<file path="src/common/mbs_pkg.sv">
// constants for the panel mode button sequencer
// assumes a single 200 MHz core clock
package mbs_pkg;
    // ------------------------------------------------------------
    // operating modes
    // ------------------------------------------------------------
    typedef enum logic [1:0] {
        MBS_NORMAL,
        MBS_TX_TEST,
        MBS_RX_TEST,
        MBS_SS_TEST
    } mbs_mode_t;

    // ------------------------------------------------------------
    // lamp colour codes {green, red}
    // ------------------------------------------------------------
    localparam logic [1:0] LAMP_OFF    = 2'h0;
    localparam logic [1:0] LAMP_RED    = 2'h1;
    localparam logic [1:0] LAMP_GREEN  = 2'h2;
    localparam logic [1:0] LAMP_ORANGE = 2'h3;

    // ------------------------------------------------------------
    // timing
    // ------------------------------------------------------------
    localparam int CLK_HZ        = 200_000_000;
    localparam int HOLD_MS       = 2000;
    localparam int HOLD_CYCLES   = HOLD_MS * (CLK_HZ / 1000);
    localparam int DEBOUNCE_MS   = 10;
    localparam int DEBOUNCE_CYC  = DEBOUNCE_MS * (CLK_HZ / 1000);
    // a minute of core cycles does not fit in 32 bits
    localparam longint MINUTE_CYCLES = longint'(60) * longint'(CLK_HZ);
    localparam int MINUTES_W     = 8;
endpackage

</file>
<file path="src/design/mbs_sequencer.sv">
// panel mode button sequencer: button debounce, mode state, lamps, test timer
// assumes button pin is asynchronous; menu and radio status are core-clock logic
//
// Notes on behaviour
// - reset gives normal mode, mode lamp off
// - short press from normal: transmit, red
// - short press from transmit: receive, green
// - short press from receive: signal strength, orange
// - short press from signal strength wraps to transmit
// - hold two seconds returns to normal
// - hold reached: both lamps orange until release, then mode lamp off
// - test period expiry reboots into normal
// - timer minutes set by menu only
// - enables: normal both, transmit tx, receive rx
// - signal strength mode shows fade margin lamp
// - otherwise activity lamp shows tx, rx, listen
// - menu and button share one mode state
`timescale 1ns/100ps
module mbs_sequencer
    import mbs_pkg::*;
#(
    parameter int     HOLD_CYC   = mbs_pkg::HOLD_CYCLES,
    parameter int     DEB_CYC    = mbs_pkg::DEBOUNCE_CYC,
    parameter longint MINUTE_CYC = mbs_pkg::MINUTE_CYCLES
) (
    input  wire logic                  i_core_clk,
    input  wire logic                  i_resetn,
    input  wire logic                  i_mode_button,
    input  wire logic                  i_menu_mode_set,
    input  wire mbs_pkg::mbs_mode_t    i_menu_mode,
    input  wire logic [mbs_pkg::MINUTES_W-1:0] i_menu_test_minutes,
    input  wire logic                  i_radio_tx_active,
    input  wire logic                  i_radio_rx_active,
    input  wire logic [1:0]            i_fade_margin_colour,
    output logic [1:0]                 o_mode_lamp,
    output logic [1:0]                 o_radio_activity_lamp,
    output mbs_pkg::mbs_mode_t         o_mode,
    output logic                       o_tx_enable,
    output logic                       o_rx_enable,
    output logic                       o_test_reboot
);
    import mbs_pkg::*;

    // refused at elaboration: the counters are 32 and 40 bits wide
    if (HOLD_CYC < 2 || DEB_CYC < 1 || MINUTE_CYC < 2 || DEB_CYC >= HOLD_CYC
        || MINUTE_CYC > 64'h00ff_ffff_ffff) begin : g_bad_timing
        $error("mbs_sequencer: bad timing parameters");
    end

    // ------------------------------------------------------------
    // button synchroniser and debounce
    // ------------------------------------------------------------
    logic [2:0]  sync;
    logic        btn;
    logic [31:0] deb_cnt;
    logic        next_btn;
    logic [31:0] next_deb_cnt;

    always_comb begin
        next_btn     = btn;
        next_deb_cnt = 32'h0;
        // stage 0 only feeds stage 1; the filter compares stages 1 and 2
        if (sync[1] == sync[2] && sync[2] != btn) begin
            if (deb_cnt == 32'(DEB_CYC - 1))
                next_btn = sync[2];
            else
                next_deb_cnt = deb_cnt + 32'h1;
        end
    end

    always_ff @(posedge i_core_clk) begin
        if (!i_resetn) begin
            sync    <= 3'h0;
            btn     <= 1'b0;
            deb_cnt <= 32'h0;
        end else begin
            sync    <= {sync[1:0], i_mode_button};
            btn     <= next_btn;
            deb_cnt <= next_deb_cnt;
        end
    end

    // ------------------------------------------------------------
    // press classification
    // ------------------------------------------------------------
    logic        btn_q;
    logic [31:0] hold_cnt;
    logic        long_seen;
    logic [31:0] next_hold_cnt;
    logic        next_long_seen;
    logic        short_evt;
    logic        long_evt;

    always_comb begin
        next_hold_cnt  = hold_cnt;
        next_long_seen = long_seen;
        long_evt       = 1'b0;
        short_evt      = 1'b0;
        if (btn && !btn_q) begin
            next_hold_cnt  = 32'h1;
            next_long_seen = 1'b0;
        end else if (btn) begin
            if (!long_seen && hold_cnt == 32'(HOLD_CYC - 1)) begin
                long_evt       = 1'b1;
                next_long_seen = 1'b1;
            end else if (!long_seen) begin
                next_hold_cnt = hold_cnt + 32'h1;
            end
        end else if (btn_q) begin
            short_evt      = !long_seen;
            next_long_seen = 1'b0;
        end
    end

    always_ff @(posedge i_core_clk) begin
        if (!i_resetn) begin
            btn_q     <= 1'b0;
            hold_cnt  <= 32'h0;
            long_seen <= 1'b0;
        end else begin
            btn_q     <= btn;
            hold_cnt  <= next_hold_cnt;
            long_seen <= next_long_seen;
        end
    end

    // ------------------------------------------------------------
    // shared mode state and test timer
    // ------------------------------------------------------------
    mbs_mode_t           mode;
    mbs_mode_t           next_mode;
    logic [39:0]         tick_cnt;
    logic [39:0]         next_tick_cnt;
    logic [MINUTES_W:0]  min_cnt;
    logic [MINUTES_W:0]  next_min_cnt;
    logic                reboot;
    logic                next_reboot;
    logic                expire;

    // timer restarts whenever normal mode is left
    assign expire = (mode != MBS_NORMAL) && tick_cnt == 40'(MINUTE_CYC - 1)
                    && (min_cnt + 9'h1) >= {1'b0, i_menu_test_minutes};

    always_comb begin
        next_mode     = mode;
        next_tick_cnt = 40'h0;
        next_min_cnt  = '0;
        next_reboot   = 1'b0;
        if (expire) begin
            next_mode   = MBS_NORMAL;
            next_reboot = 1'b1;
        end else if (long_evt) begin
            next_mode = MBS_NORMAL;
        end else if (i_menu_mode_set) begin
            next_mode = i_menu_mode;
        end else if (short_evt) begin
            unique case (mode)
                MBS_NORMAL:  next_mode = MBS_TX_TEST;
                MBS_TX_TEST: next_mode = MBS_RX_TEST;
                MBS_RX_TEST: next_mode = MBS_SS_TEST;
                MBS_SS_TEST: next_mode = MBS_TX_TEST;
            endcase
        end
        if (mode != MBS_NORMAL && next_mode != MBS_NORMAL) begin
            if (tick_cnt == 40'(MINUTE_CYC - 1)) begin
                next_min_cnt = min_cnt + 9'h1;
            end else begin
                next_tick_cnt = tick_cnt + 40'h1;
                next_min_cnt  = min_cnt;
            end
        end
    end

    always_ff @(posedge i_core_clk) begin
        if (!i_resetn) begin
            mode     <= MBS_NORMAL;
            tick_cnt <= 40'h0;
            min_cnt  <= '0;
            reboot   <= 1'b0;
        end else begin
            mode     <= next_mode;
            tick_cnt <= next_tick_cnt;
            min_cnt  <= next_min_cnt;
            reboot   <= next_reboot;
        end
    end

    // ------------------------------------------------------------
    // lamps and radio enables
    // ------------------------------------------------------------
    logic [1:0] next_mode_lamp;
    logic [1:0] next_act_lamp;
    logic       next_tx_en;
    logic       next_rx_en;

    always_comb begin
        next_tx_en = (mode != MBS_RX_TEST) && (mode != MBS_SS_TEST);
        next_rx_en = (mode != MBS_TX_TEST);
        unique case (mode)
            MBS_NORMAL:  next_mode_lamp = LAMP_OFF;
            MBS_TX_TEST: next_mode_lamp = LAMP_RED;
            MBS_RX_TEST: next_mode_lamp = LAMP_GREEN;
            MBS_SS_TEST: next_mode_lamp = LAMP_ORANGE;
        endcase
        if (mode == MBS_SS_TEST)
            next_act_lamp = i_fade_margin_colour;
        else if (i_radio_tx_active)
            next_act_lamp = LAMP_RED;
        else if (i_radio_rx_active)
            next_act_lamp = LAMP_GREEN;
        else
            next_act_lamp = LAMP_OFF;
        // still held after the long hold fired: both lamps orange
        if (long_seen && btn) begin
            next_mode_lamp = LAMP_ORANGE;
            next_act_lamp  = LAMP_ORANGE;
        end
    end

    always_ff @(posedge i_core_clk) begin
        if (!i_resetn) begin
            o_mode_lamp           <= LAMP_OFF;
            o_radio_activity_lamp <= LAMP_OFF;
            o_tx_enable           <= 1'b0;
            o_rx_enable           <= 1'b0;
        end else begin
            o_mode_lamp           <= next_mode_lamp;
            o_radio_activity_lamp <= next_act_lamp;
            o_tx_enable           <= next_tx_en;
            o_rx_enable           <= next_rx_en;
        end
    end

    assign o_mode        = mode;
    assign o_test_reboot = reboot;
endmodule

</file>
<file path="config.mk">
export PLATFORM = sky130hd
export DESIGN_NAME = mbs_sequencer
export DESIGN_NICKNAME = d
export VERILOG_FILES = /design/src/common/mbs_pkg.sv /design/src/design/mbs_sequencer.sv
export SDC_FILE = /design/constraint.sdc
export NUM_CORES = 1
export LEC_CHECK = 0
export BUFFER_PORTS_ARGS = -buffer_cell sky130_fd_sc_hd__buf_2
export CAP_MARGIN = 5
export CELL_PAD_IN_SITES_DETAIL_PLACEMENT = 1
export CELL_PAD_IN_SITES_GLOBAL_PLACEMENT = 2
export CORE_MARGIN = 5
export CORE_UTILIZATION = 38
export DETAILED_ROUTE_END_ITERATION = 7
export PLACE_DENSITY_LB_ADDON = 0.15
export SLEW_MARGIN = 0
export SYNTH_ARGS = -nofsm -noshare
export SYNTH_HDL_FRONTEND = slang
export SYNTH_SLANG_ARGS = --single-unit
</file>
<file path="constraint.sdc">
create_clock -name i_core_clk -period 3 [get_ports i_core_clk]
set_input_delay 0.3 -clock i_core_clk [delete_from_list [all_inputs] [get_ports i_core_clk]]
set_output_delay 0.3 -clock i_core_clk [all_outputs]
set_load 0.02 [all_outputs]
</file>
### Word-level counts from Yosys, hierarchy flattened

Index checks and enable logic that the tools add are counted.

* flip-flop bits (word level): 128
* input port bits: 18
* output and inout port bits: 9
* logic and storage cells: 88

* $add $sub $neg: 4
* magnitude comparators: 1
* equal/unequal tests: 14
* multiplexer cells: 25
* bitwise logic cells: 5
* reduce and logical (&&, ||, !) cells: 24

Operator list (count)
* $add A32 B1 Y32 const B: 2
* $add A40 B1 Y40 const B: 1
* $eq A40 B34 Y1 const B: 1
* $eq A32 B21 Y1 const B: 1
* $eq A32 B29 Y1 const B: 1
* $mux W2: 9
* $mux W1: 14
* $add A9 B1 Y9 const B: 1
* $ge A9 B8 Y1: 1
* $logic_and A1 B1 Y1: 8
* $pmux W2 S4: 1
* $reduce_bool A2 Y1: 4
* $ne A2 B1 Y1 const B: 3
* $ne A2 B2 Y1 const B: 3
* $pmux W2 S3: 1
* $reduce_and A2 Y1: 3
* $reduce_and A3 Y1: 2
* $reduce_or A3 Y1: 2
* $not A1 Y1: 5
* $eq A2 B2 Y1 const B: 2
* $reduce_or A2 Y1: 2
* $eq A2 B1 Y1 const B: 1
* $logic_not A1 Y1: 2
* $logic_not A2 Y1: 1
* other kinds (2): 2

### Logic depth before layout (Yosys ltp)

Gate-level depths: netlist of the first run.

* word-level depth: 12
* mapped depth: 12
* mapped depth without buffers: 12

### Least setup slack after synthesis of the first run

No wires, ideal clock.

* path kind: reg2reg
* start: reg min_cnt[0]
* end: reg reboot, in the netlist o_test_reboot
* setup time: 0.115 ns
* arrival: 2.334 ns
* data required time: 2.885 ns
* path slack: 0.551 ns
* stages on the path, launching flop included: 13
* path buffers: 0
* period minus slack after synthesis: 2.449 ns
* cell sequence: dfxtp_1 ha_1 nand3_1 inv_1 nand3_1 xnor2_1 ha_1 a21oi_1 nand2_1 a2111oi_0 o21a_1 nor3_1 and2_1

* word-level cells in the longest chain between the ends: 4

Ends and longest elaborated chain
* start: declaration: line mbs_sequencer.sv:134 `logic [MINUTES_W:0] min_cnt;`
* start signal: assignment: line mbs_sequencer.sv:183 `min_cnt <= next_min_cnt;`
* $add A9 B1 Y9: line mbs_sequencer.sv:142 `&& (min_cnt + 9'h1) >= {1'b0, i_menu_test_minutes};`
* $ge A9 B8 Y1: line mbs_sequencer.sv:142
* $logic_and A1 B1 Y1: line mbs_sequencer.sv:142
* $mux W1: line mbs_sequencer.sv:149 `if (expire) begin`
* end signal: assignment: line mbs_sequencer.sv:184 `reboot <= next_reboot;`
* end: declaration: line mbs_sequencer.sv:136 `logic reboot;`

No other way between the ends.
A chain may end at the register's enable or synchronous reset.

### Final worst setup path of the first run

* start: reg min_cnt[0]
* end: reg mode[0], in the netlist o_mode[0]

* word-level cells in the longest chain between the ends: 4

Ends and longest elaborated chain
* $add A9 B1 Y9: line mbs_sequencer.sv:142
* $ge A9 B8 Y1: line mbs_sequencer.sv:142
* $logic_and A1 B1 Y1: line mbs_sequencer.sv:142
* $mux W2: line mbs_sequencer.sv:149
* end signal: assignment: line mbs_sequencer.sv:181 `mode <= next_mode;`
* end: declaration: line mbs_sequencer.sv:130 `mbs_mode_t mode;`

No other way between the ends.

==> reports/metrics.csv, run 1 <==
metric;value;unit
wl_per_cell;15.2;µm
die_h;138;µm
grt_pass1_wl;25700;µm
drtPass1Iterations;4;
r2r-start;min_cnt[0];
clock_latency;420;ps
layout_min_cycle_time;2720;ps
reg2reg_depth;12;
finalSetupViolCount;0;
cpLargestDelayFamily;compound AO/OA/AOI/OAI gates;
seqCellArea;2560;µm²
crit_cells;12;
postRouteAntennaNets;0;
irDropWorstVdd;0.391;mV
synth_area_leader_cell;dfxtp_1;
startpoint_type;flop;
drive_gt1_share;10.6;%
clock-sinks;128;
stdcell_area;7180;µm²
ctsHtreeMaxLevel;4;
endpoint_kind;flop;
start_util;39.0;%
crit_path_start;min_cnt[0];
max_stage_delay;410;ps
yosysUniqueCellTypes;55;
crit_type;reg -> reg;
hp-class;in -> reg;
critical_path_required;3330;ps
max_freq;0.367;GHz
fin_worst_skew;8.17;ps
routed_wl;15000;µm
tritoncts;built;
grt_pass1_vias;5361;
p_per_area;527;nW/µm²
dr.first_iter.drc_count;179;
antenna_found_initial;0;
multiInputGateArea;3490;µm²
leakagePower;2.48;nW
place_area;6610;µm²
final_hold_viol_count;0;
cts_buffers;17;
core_region_area;15900;µm²
r2r_slack;280;ps
endpoint;o_mode[0];
netlist_top_cells_count;nor2_1, dfxtp_1, xnor2_1;
yosysMostFrequentCell;nor2_1;
slew_violations;0;
outcome;finished, final reports clean;
yosys.area.top_type_share;41.2;%
cpMaxStageDelayCell;dfxtp_1;
ys.flop_type;dfxtp_1;
dieArea;19000;µm²
num_vias;5050;
synth-async-reset-ratio;0;%
ys_ff_latch;128;
slew_headroom;55.7;%
io_pins;27;
syn-cell-area;6220;µm²
yosysSeqAreaShare;41.2;%
clk_pin_slew;60;ps
cts_buffer_depth;2;
gp_congestion;0.781;
tightest_slew;663;ps
synth_warnings;0;
post_synth_main_area_contributors;dfxtp_1, nor2_1, xnor2_1, xor2_1, nand3_1;
grt_usage;16.9;%
portBuffers;26;
fillers;1911;
rr_endpoint;o_mode[0];
path_cells;ha_1 > nand3_2 > inv_1 > nand3_1 > xnor2_1 > ha_1 > a21oi_1 > nand2_1 > a2111oi_1 > o21a_1 > nor3_1 > nor3_1;
crit_fanout;5;
arrival;3060;ps
synth_nets;761;
antenna_cells;0;
drcViolationCount;0;
rows;46;
via_per_inst;5.12;
fin_util;45.0;%
maxCapViolCount;0;
netlist_instances;726;
area_delta_synth_final;15.5;%
grt_max_degree;40;
gr-total-overflow;0;
setup_tns;0;ps
synth-edff-count;0;
fin_nets;793;
ctsRootBufferMaster;clkbuf_16;
post-dp-hpwl;10600;µm
syn_area_per_cell;8.56;µm²
timing.final.crit_share;90.8;%
rsz0062_at_grt;false;
critPathBufInv;1;
die_w;138;µm
-- cell type report --
type / count / share of cell area (%)
Sequential cell: 128 / 35.7
Clock inverter: 6 / 0.767
Timing Repair Buffer: 36 / 3.03
Tap cell: 216 / 3.77
Clock buffer: 25 / 7.04
Inverter: 20 / 1.05
Multi-Input combinational cell: 555 / 48.6
-- metal layers --
metal	routed length, µm	vias up	track usage, %
met5	0	-	0
met4	153	0	4.83
met3	404	11	3.92
met2	7370	44	28.9
met1	7050	2439	21.3
li1	-	2556	-
-- sequential cells by signal, summed over array words and instances (netlist names), 2 cells and up --
signal	cells
min_cnt	9
sync	3
tick_cnt	40
hold_cnt	32
o_radio_activity_lamp	2
o_mode	2
deb_cnt	32
o_mode_lamp	2
-- through the flow --
stage / power (mW) / hold WS, ps / worst slack, ps / cells
global route: 3.93 / 93.9 / 20.2 / 986
floorplan: 1.81 / 412 / 551 / 726
finish: 3.78 / 98.6 / 276 / 986
global placement: 1.84 / 430 / 309 / 955
CTS: 3.84 / 87.5 / 132 / 986
detailed placement: 1.84 / 443 / 168 / 955
-- worst min-delay path by stage --
stage | start | end | cells past startpoint
after floorplan | sync[0] | sync[1] | 1
after global placement | sync[0] | sync[1] | 1
after detailed placement | sync[0] | sync[1] | 1
after CTS | i_mode_button | sync[0] | 2
after global routing | i_mode_button | sync[0] | 2
final | i_mode_button | sync[0] | 2
-- power by group --
group	total (mW)	switching (mW)	leakage, nW	internal [mW]
logic	0.0908	0.0571	1.16	0.0338
clock network	1.97	0.737	0.283	1.24
registers	1.72	0.00593	1.03	1.71
total	3.78	0.800	2.48	2.98
-- layout by cell type, fill, tap and decap left out, drive strengths merged, types with 17 or more instances in the layout --
cell / Yosys / final
nor2: 137 / 137
ha: 17 / 17
xor2: 49 / 49
clkbuf: 15 / 25
nand4: 34 / 34
nand2: 50 / 50
nor3: 24 / 24
inv: 20 / 20
xnor2: 57 / 57
nand3: 51 / 51
dfxtp: 128 / 128
and3: 19 / 19
buf: 8 / 36
nor4: 19 / 19
-- timing repair --
item / CTS / global route
buffers inserted: 0 / 0
endpoints found under the setup margin: 0 / 11
gates resized for setup: 0 / 2
hold buffers: 0 / 0
-- cells by family after synthesis --
| kind of cell | count (synthesis) | share of synthesized area [%] |
|---|---|---|
| adder cells (fa/ha/maj) | 17 | 3.42 |
| AO/OA/AOI/OAI | 40 | 4.33 |
| buffers and inverters | 43 | 2.86 |
| flip-flops | 128 | 41.2 |
| XOR/XNOR | 106 | 14.9 |
| AND/OR/NAND/NOR | 389 | 32.7 |
| multiplexers | 3 | 0.483 |
Note: power is estimated with default switching activity, not from simulation.
==> run 2, diff against run 1 <==
--- a/config.mk
+++ b/config.mk
@@ -13,6 +13,7 @@
 export CORE_UTILIZATION = 38
 export DETAILED_ROUTE_END_ITERATION = 7
 export PLACE_DENSITY_LB_ADDON = 0.15
+export REMOVE_ABC_BUFFERS = 1
 export SLEW_MARGIN = 0
 export SYNTH_ARGS = -nofsm -noshare
 export SYNTH_HDL_FRONTEND = slang
==> run 2 against run 1 <==
Net effect: routed wire length shrank 3.0%; fmax is 0.33% higher; total power grew 0.36%; worst hold slack improved by 5.3 ps; worst setup slack improved by 8.9 ps; clock power hardly changed; sequential share of layout area is 0.10 points higher; critical endpoint is now o_test_reboot; highest routed layer unchanged.
==> reports/metrics.csv, run 2 (synthesized netlist as in run 1, its figures left out) <==
metric;value;unit
gr-total-overflow;0;
timing.final.crit_share;90.5;%
grt_usage;16.3;%
hp-class;in -> reg;
crit_type;reg -> reg;
crit_cells;12;
drcViolationCount;0;
gp_congestion;0.755;
rr_endpoint;o_test_reboot;
max_freq;0.368;GHz
top_register;tick_cnt;
critical_path_required;3310;ps
die_w;138;µm
tightest_slew;610;ps
clk_pin_slew;60;ps
ctsHtreeMaxLevel;4;
cpLargestDelayFamily;compound AO/OA/AOI/OAI gates;
endpoint_kind;flop;
postRouteAntennaNets;0;
largest_reg_flops;40;
critPathBufInv;1;
num_vias;5087;
max_stage_delay;410;ps
reg2reg_depth;12;
routed_wl;14500;µm
arrival;3020;ps
grt_max_degree;40;
outcome;finished, final reports clean;
crit_fanout;5;
fin_nets;791;
start_util;39.0;%
drive_gt1_share;10.8;%
worstHoldPathCells;2;
portBuffers;26;
final_common_cell;nor2_1;
grt_pass1_wl;24800;µm
slew_violations;0;
antenna_cells;0;
tritoncts;built;
cts_buffers;17;
clock-sinks;128;
io_pins;27;
ctsRootBufferMaster;clkbuf_16;
r2r_slack;280;ps
dieArea;19000;µm²
cpMaxStageDelayCell;a2111oi_0;
area_delta_synth_final;15.1;%
wl_per_cell;14.8;µm
p_per_area;530;nW/µm²
finalSetupViolCount;0;
largestRegisters;tick_cnt: 40 flops, deb_cnt: 32 flops, hold_cnt: 32 flops;
antenna_found_initial;0;
maxCapViolCount;0;
die_h;138;µm
path_cells;ha_1 > nand3_2 > inv_1 > nand3_1 > xnor2_1 > ha_1 > a21oi_1 > nand2_1 > a2111oi_0 > o21a_1 > nor3_1 > and2_1;
cts_buffer_depth;2;
cpMostUsedCell;ha_1;
clock_latency;430;ps
fillers;1911;
grt_pass1_vias;5181;
via_per_inst;5.16;
total_power;3.79;mW
startpoint_type;flop;
layout_min_cycle_time;2720;ps
min_to;sync[0];
final_hold_viol_count;0;
post-dp-hpwl;10300;µm
slew_headroom;58.9;%
r2r-start;min_cnt[0];
core_region_area;15900;µm²
post_cts_buffers;0;
rows;46;
layout_common_cells;nor2_1, dfxtp_1, xnor2_1, nand2_1;
drtPass1Iterations;4;
worstHoldStart;i_mode_button;
irDropWorstVdd;0.382;mV
rsz0062_at_grt;false;
leakagePower;2.45;nW
setup_tns;0;ps
fin_worst_skew;16.4;ps
dr.first_iter.drc_count;203;
## run 2: changes by cell type in the layout (fill, tap and decap cells not counted)
cell | previous run | this run
clkinvlp_4 | 0 | 4
clkbuf_1 | 3 | 1
a2111oi_0 | 0 | 1
a2111oi_1 | 1 | 0
buf_12 | 1 | 0
buf_4 | 9 | 8
clkbuf_8 | 5 | 4
## run 2: per-layer routing
metal | global-route usage, % | wire, µm | vias up
met5 | 0 | 0 | -
met4 | 5.16 | 206 | 0
met3 | 4.54 | 428 | 18
met2 | 26.8 | 6760 | 53
met1 | 20.8 | 7150 | 2452
li1 | - | - | 2564
## run 2: report_power, final
group          switching [mW]  internal (mW)  total [mW]
logic                  0.0540         0.0317      0.0857
clock network           0.776           1.22        1.99
registers             0.00617           1.71        1.71
total                   0.836           2.96        3.79
## run 2: per-stage QoR
stage	cells	area [µm²]	setup slack [ps]	util [%]	hold WS (ps)
3_5_place_dp	953	6580	222	41.3	425
2_1_floorplan	703	6110	-773	-	412
6_report	985	7160	285	44.9	104
5_1_grt	985	7160	42.2	44.9	92.0
4_1_cts	985	7150	199	44.9	88.0
3_3_place_gp	953	6580	343	41.3	416
## run 2: cell type report
| type | instances | area [µm²] | share of cell area, % |
|---|---|---|---|
| clock inverters | 10 | 85.1 | 1.19 |
| repair buffers | 34 | 190 | 2.66 |
| inverters | 20 | 75.1 | 1.05 |
| clock buffers | 22 | 484 | 6.77 |
| well taps | 216 | 270 | 3.78 |
| flip-flops and latches | 128 | 2560 | 35.8 |
| multi-input cells | 555 | 3490 | 48.8 |
## run 2: worst max path at each step
stage,startpoint,to,slack (ps)
floorplan,hold_cnt[0],tick_cnt[10],-770
global placement,min_cnt[0],o_test_reboot,340
global route,min_cnt[0],min_cnt[1],40
CTS,min_cnt[0],min_cnt[1],200
finish,min_cnt[0],o_test_reboot,280
detailed placement,min_cnt[0],min_cnt[1],220
## run 2: what timing repair did
action / 4_1_cts / 5_1_grt
gates resized for setup: 0 / 1
endpoints found under the hold margin: 0 / 0
hold buffers: 0 / 0
setup endpoints to repair: 0 / 1
==> run 3, diff against run 2 <==
--- a/config.mk
+++ b/config.mk
@@ -9,6 +9,7 @@
 export CAP_MARGIN = 5
 export CELL_PAD_IN_SITES_DETAIL_PLACEMENT = 1
 export CELL_PAD_IN_SITES_GLOBAL_PLACEMENT = 2
+export CORE_ASPECT_RATIO = 1.25
 export CORE_MARGIN = 5
 export CORE_UTILIZATION = 38
 export DETAILED_ROUTE_END_ITERATION = 7
==> run 3 against run 2 <==
Net effect: worst hold slack better by 12 ps; worst setup slack worse by 19 ps; critical path depth unchanged; non-clock buffer count unchanged; die area about the same; total power up 1.8%; register-to-register slack worse by 20 ps; fmax down 0.68%; clock-buffer cell count up 4; global-route usage down 0.77 points; final cell count down 0.10%.
==> reports/metrics.csv, run 3 (synthesized netlist as in run 1, its figures left out) <==
metric;value;unit
leakagePower;2.47;nW
timing.final.crit_share;91.1;%
largest_reg_flops;40;
tritoncts;built;
max_stage_delay;390;ps
postRouteAntennaNets;0;
clk_pin_slew;50;ps
pwr-share-comb;2.2;%
die_w;124;µm
layout_min_cycle_time;2730;ps
pre_cts_ws;219;ps
outcome;finished, final reports clean;
endpoint_kind;flop;
clock_latency;420;ps
drcViolationCount;0;
slew_headroom;45.7;%
top_register;tick_cnt;
fin_worst_skew;5.76;ps
gp_congestion;0.798;
cpMaxStageDelayCell;dfxtp_1;
final_hold_viol_count;0;
grt_max_degree;40;
layout.cells.non_filler;984;
p_int;3.09;mW
drive_gt1_share;10.4;%
cts_buffer_depth;2;
portBuffers;26;
p_sw;775;µW
clock-sinks;128;
reg2reg_depth;12;
grt_pass1_vias;5331;
ctsHtreeMaxLevel;4;
dp_cells;953;
r2r_slack;270;ps
drtPass1Iterations;4;
startpoint_type;flop;
max_freq;0.366;GHz
routed_wl;14300;µm
fin_nets;791;
swShare;20.1;%
cts.repair.resized;0;
antenna_cells;0;
tightest_slew;812;ps
largestRegisters;tick_cnt: 40 flops, deb_cnt: 32 flops, hold_cnt: 32 flops;
rr_endpoint;min_cnt[1];
area_delta_synth_final;15.6;%
dieArea;19000;µm²
wl_met1;6290;µm
arrival;3070;ps
critical_path_required;3340;ps
highest_layer;met4;
dr.first_iter.drc_count;142;
ctsHoldBuffers;0;
p_per_area;538;nW/µm²
endpoint;min_cnt[1];
grt_pass1_wl;24800;µm
layout_common_cells;nor2_1, dfxtp_1, xnor2_1, nand2_1;
slew_violations;0;
post-dp-hpwl;10300;µm
dr_wl_met3;286;µm
antenna_found_initial;0;
rows;52;
finalSetupViolCount;0;
r2r-start;min_cnt[0];
via_per_inst;5.16;
irDropWorstVdd;0.353;mV
crit_type;reg -> reg;
fin_ws;266;ps
die_h;153;µm
dr_wl_met2;7490;µm
core_region_area;16100;µm²
crit_fanout;8;
gr-total-overflow;0;
maxCapViolCount;0;
start_util;38.5;%
clockPowerShare;53.4;%
grt_usage;15.5;%
rsz0062_at_grt;false;
hp-class;in -> reg;
post_cts_buffers;0;
crit_path_start;min_cnt[0];
path_cells;ha_1 > nand3_2 > inv_1 > nand3_1 > xnor2_1 > ha_1 > a21oi_1 > nand2_1 > a2111oi_1 > o21a_1 > o31ai_4 > a21oi_1;
io_pins;27;
wl_per_cell;14.6;µm
cts_buffers;17;
num_vias;5076;
final_common_cell;nor2_1;
ctsRootBufferMaster;clkbuf_16;
p_seq_share;44.4;%
==> run 3: how the worst min path moves through the flow <==
stage                        startpoint      end  cells past startpoint
after floorplan                 sync[0]  sync[1]                      1
final                     i_mode_button  sync[0]                      2
after CTS                 i_mode_button  sync[0]                      2
after global placement          sync[0]  sync[1]                      1
after detailed placement        sync[0]  sync[1]                      1
after global routing      i_mode_button  sync[0]                      2
==> run 3: layout make-up <==
| cell class | instances | area (µm²) |
|---|---|---|
| clock buffers | 26 | 519 |
| clock inverters | 5 | 75.1 |
| fillers | 1974 | 8950 |
| inverters | 20 | 75.1 |
| multi-input cells | 555 | 3490 |
| flip-flops and latches | 128 | 2560 |
| well taps | 216 | 270 |
| repair buffers | 34 | 190 |
==> run 3: critical path, delay by kind of cell, from the launching register on <==
family | cells | cell delay [ps]
buffers and inverters | 1 | 90
flip-flops | 1 | 390
adder cells (fa/ha/maj) | 2 | 570
AO/OA/AOI/OAI | 5 | 1110
XOR/XNOR | 1 | 150
AND/OR/NAND/NOR | 3 | 330
==> run 3: power by group through the flow <==
stage,sequential (mW),clock (mW),combinational [mW]
4_1_cts,1.72,2.13,0.0865
6_report,1.72,2.06,0.0841
5_1_grt,1.72,2.20,0.0943
3_3_place_gp,1.75,0,0.0830
2_1_floorplan,1.76,0,0.0402
3_5_place_dp,1.75,0,0.0861
==> run 3: layer usage <==
layer	vias to the layer above	global-route usage, %
li1	2550	-
met4	0	6.21
met3	21	3.32
met1	2469	17.4
met2	36	28.5
met5	-	0
==> run 3: metrics by stage <==
stage               cell area [µm²]  utilization (%)  hold slack [ps]  setup TNS, ps  total power [mW]
CTS                            7180             44.5             92.4              0              3.93
global placement               6580             40.8              416              0              1.83
finish                         7180             44.5              116              0              3.86
global route                   7180             44.5             94.6              0              4.01
detailed placement             6580             40.8              427              0              1.84
floorplan                      6110                -              412         -31890              1.80
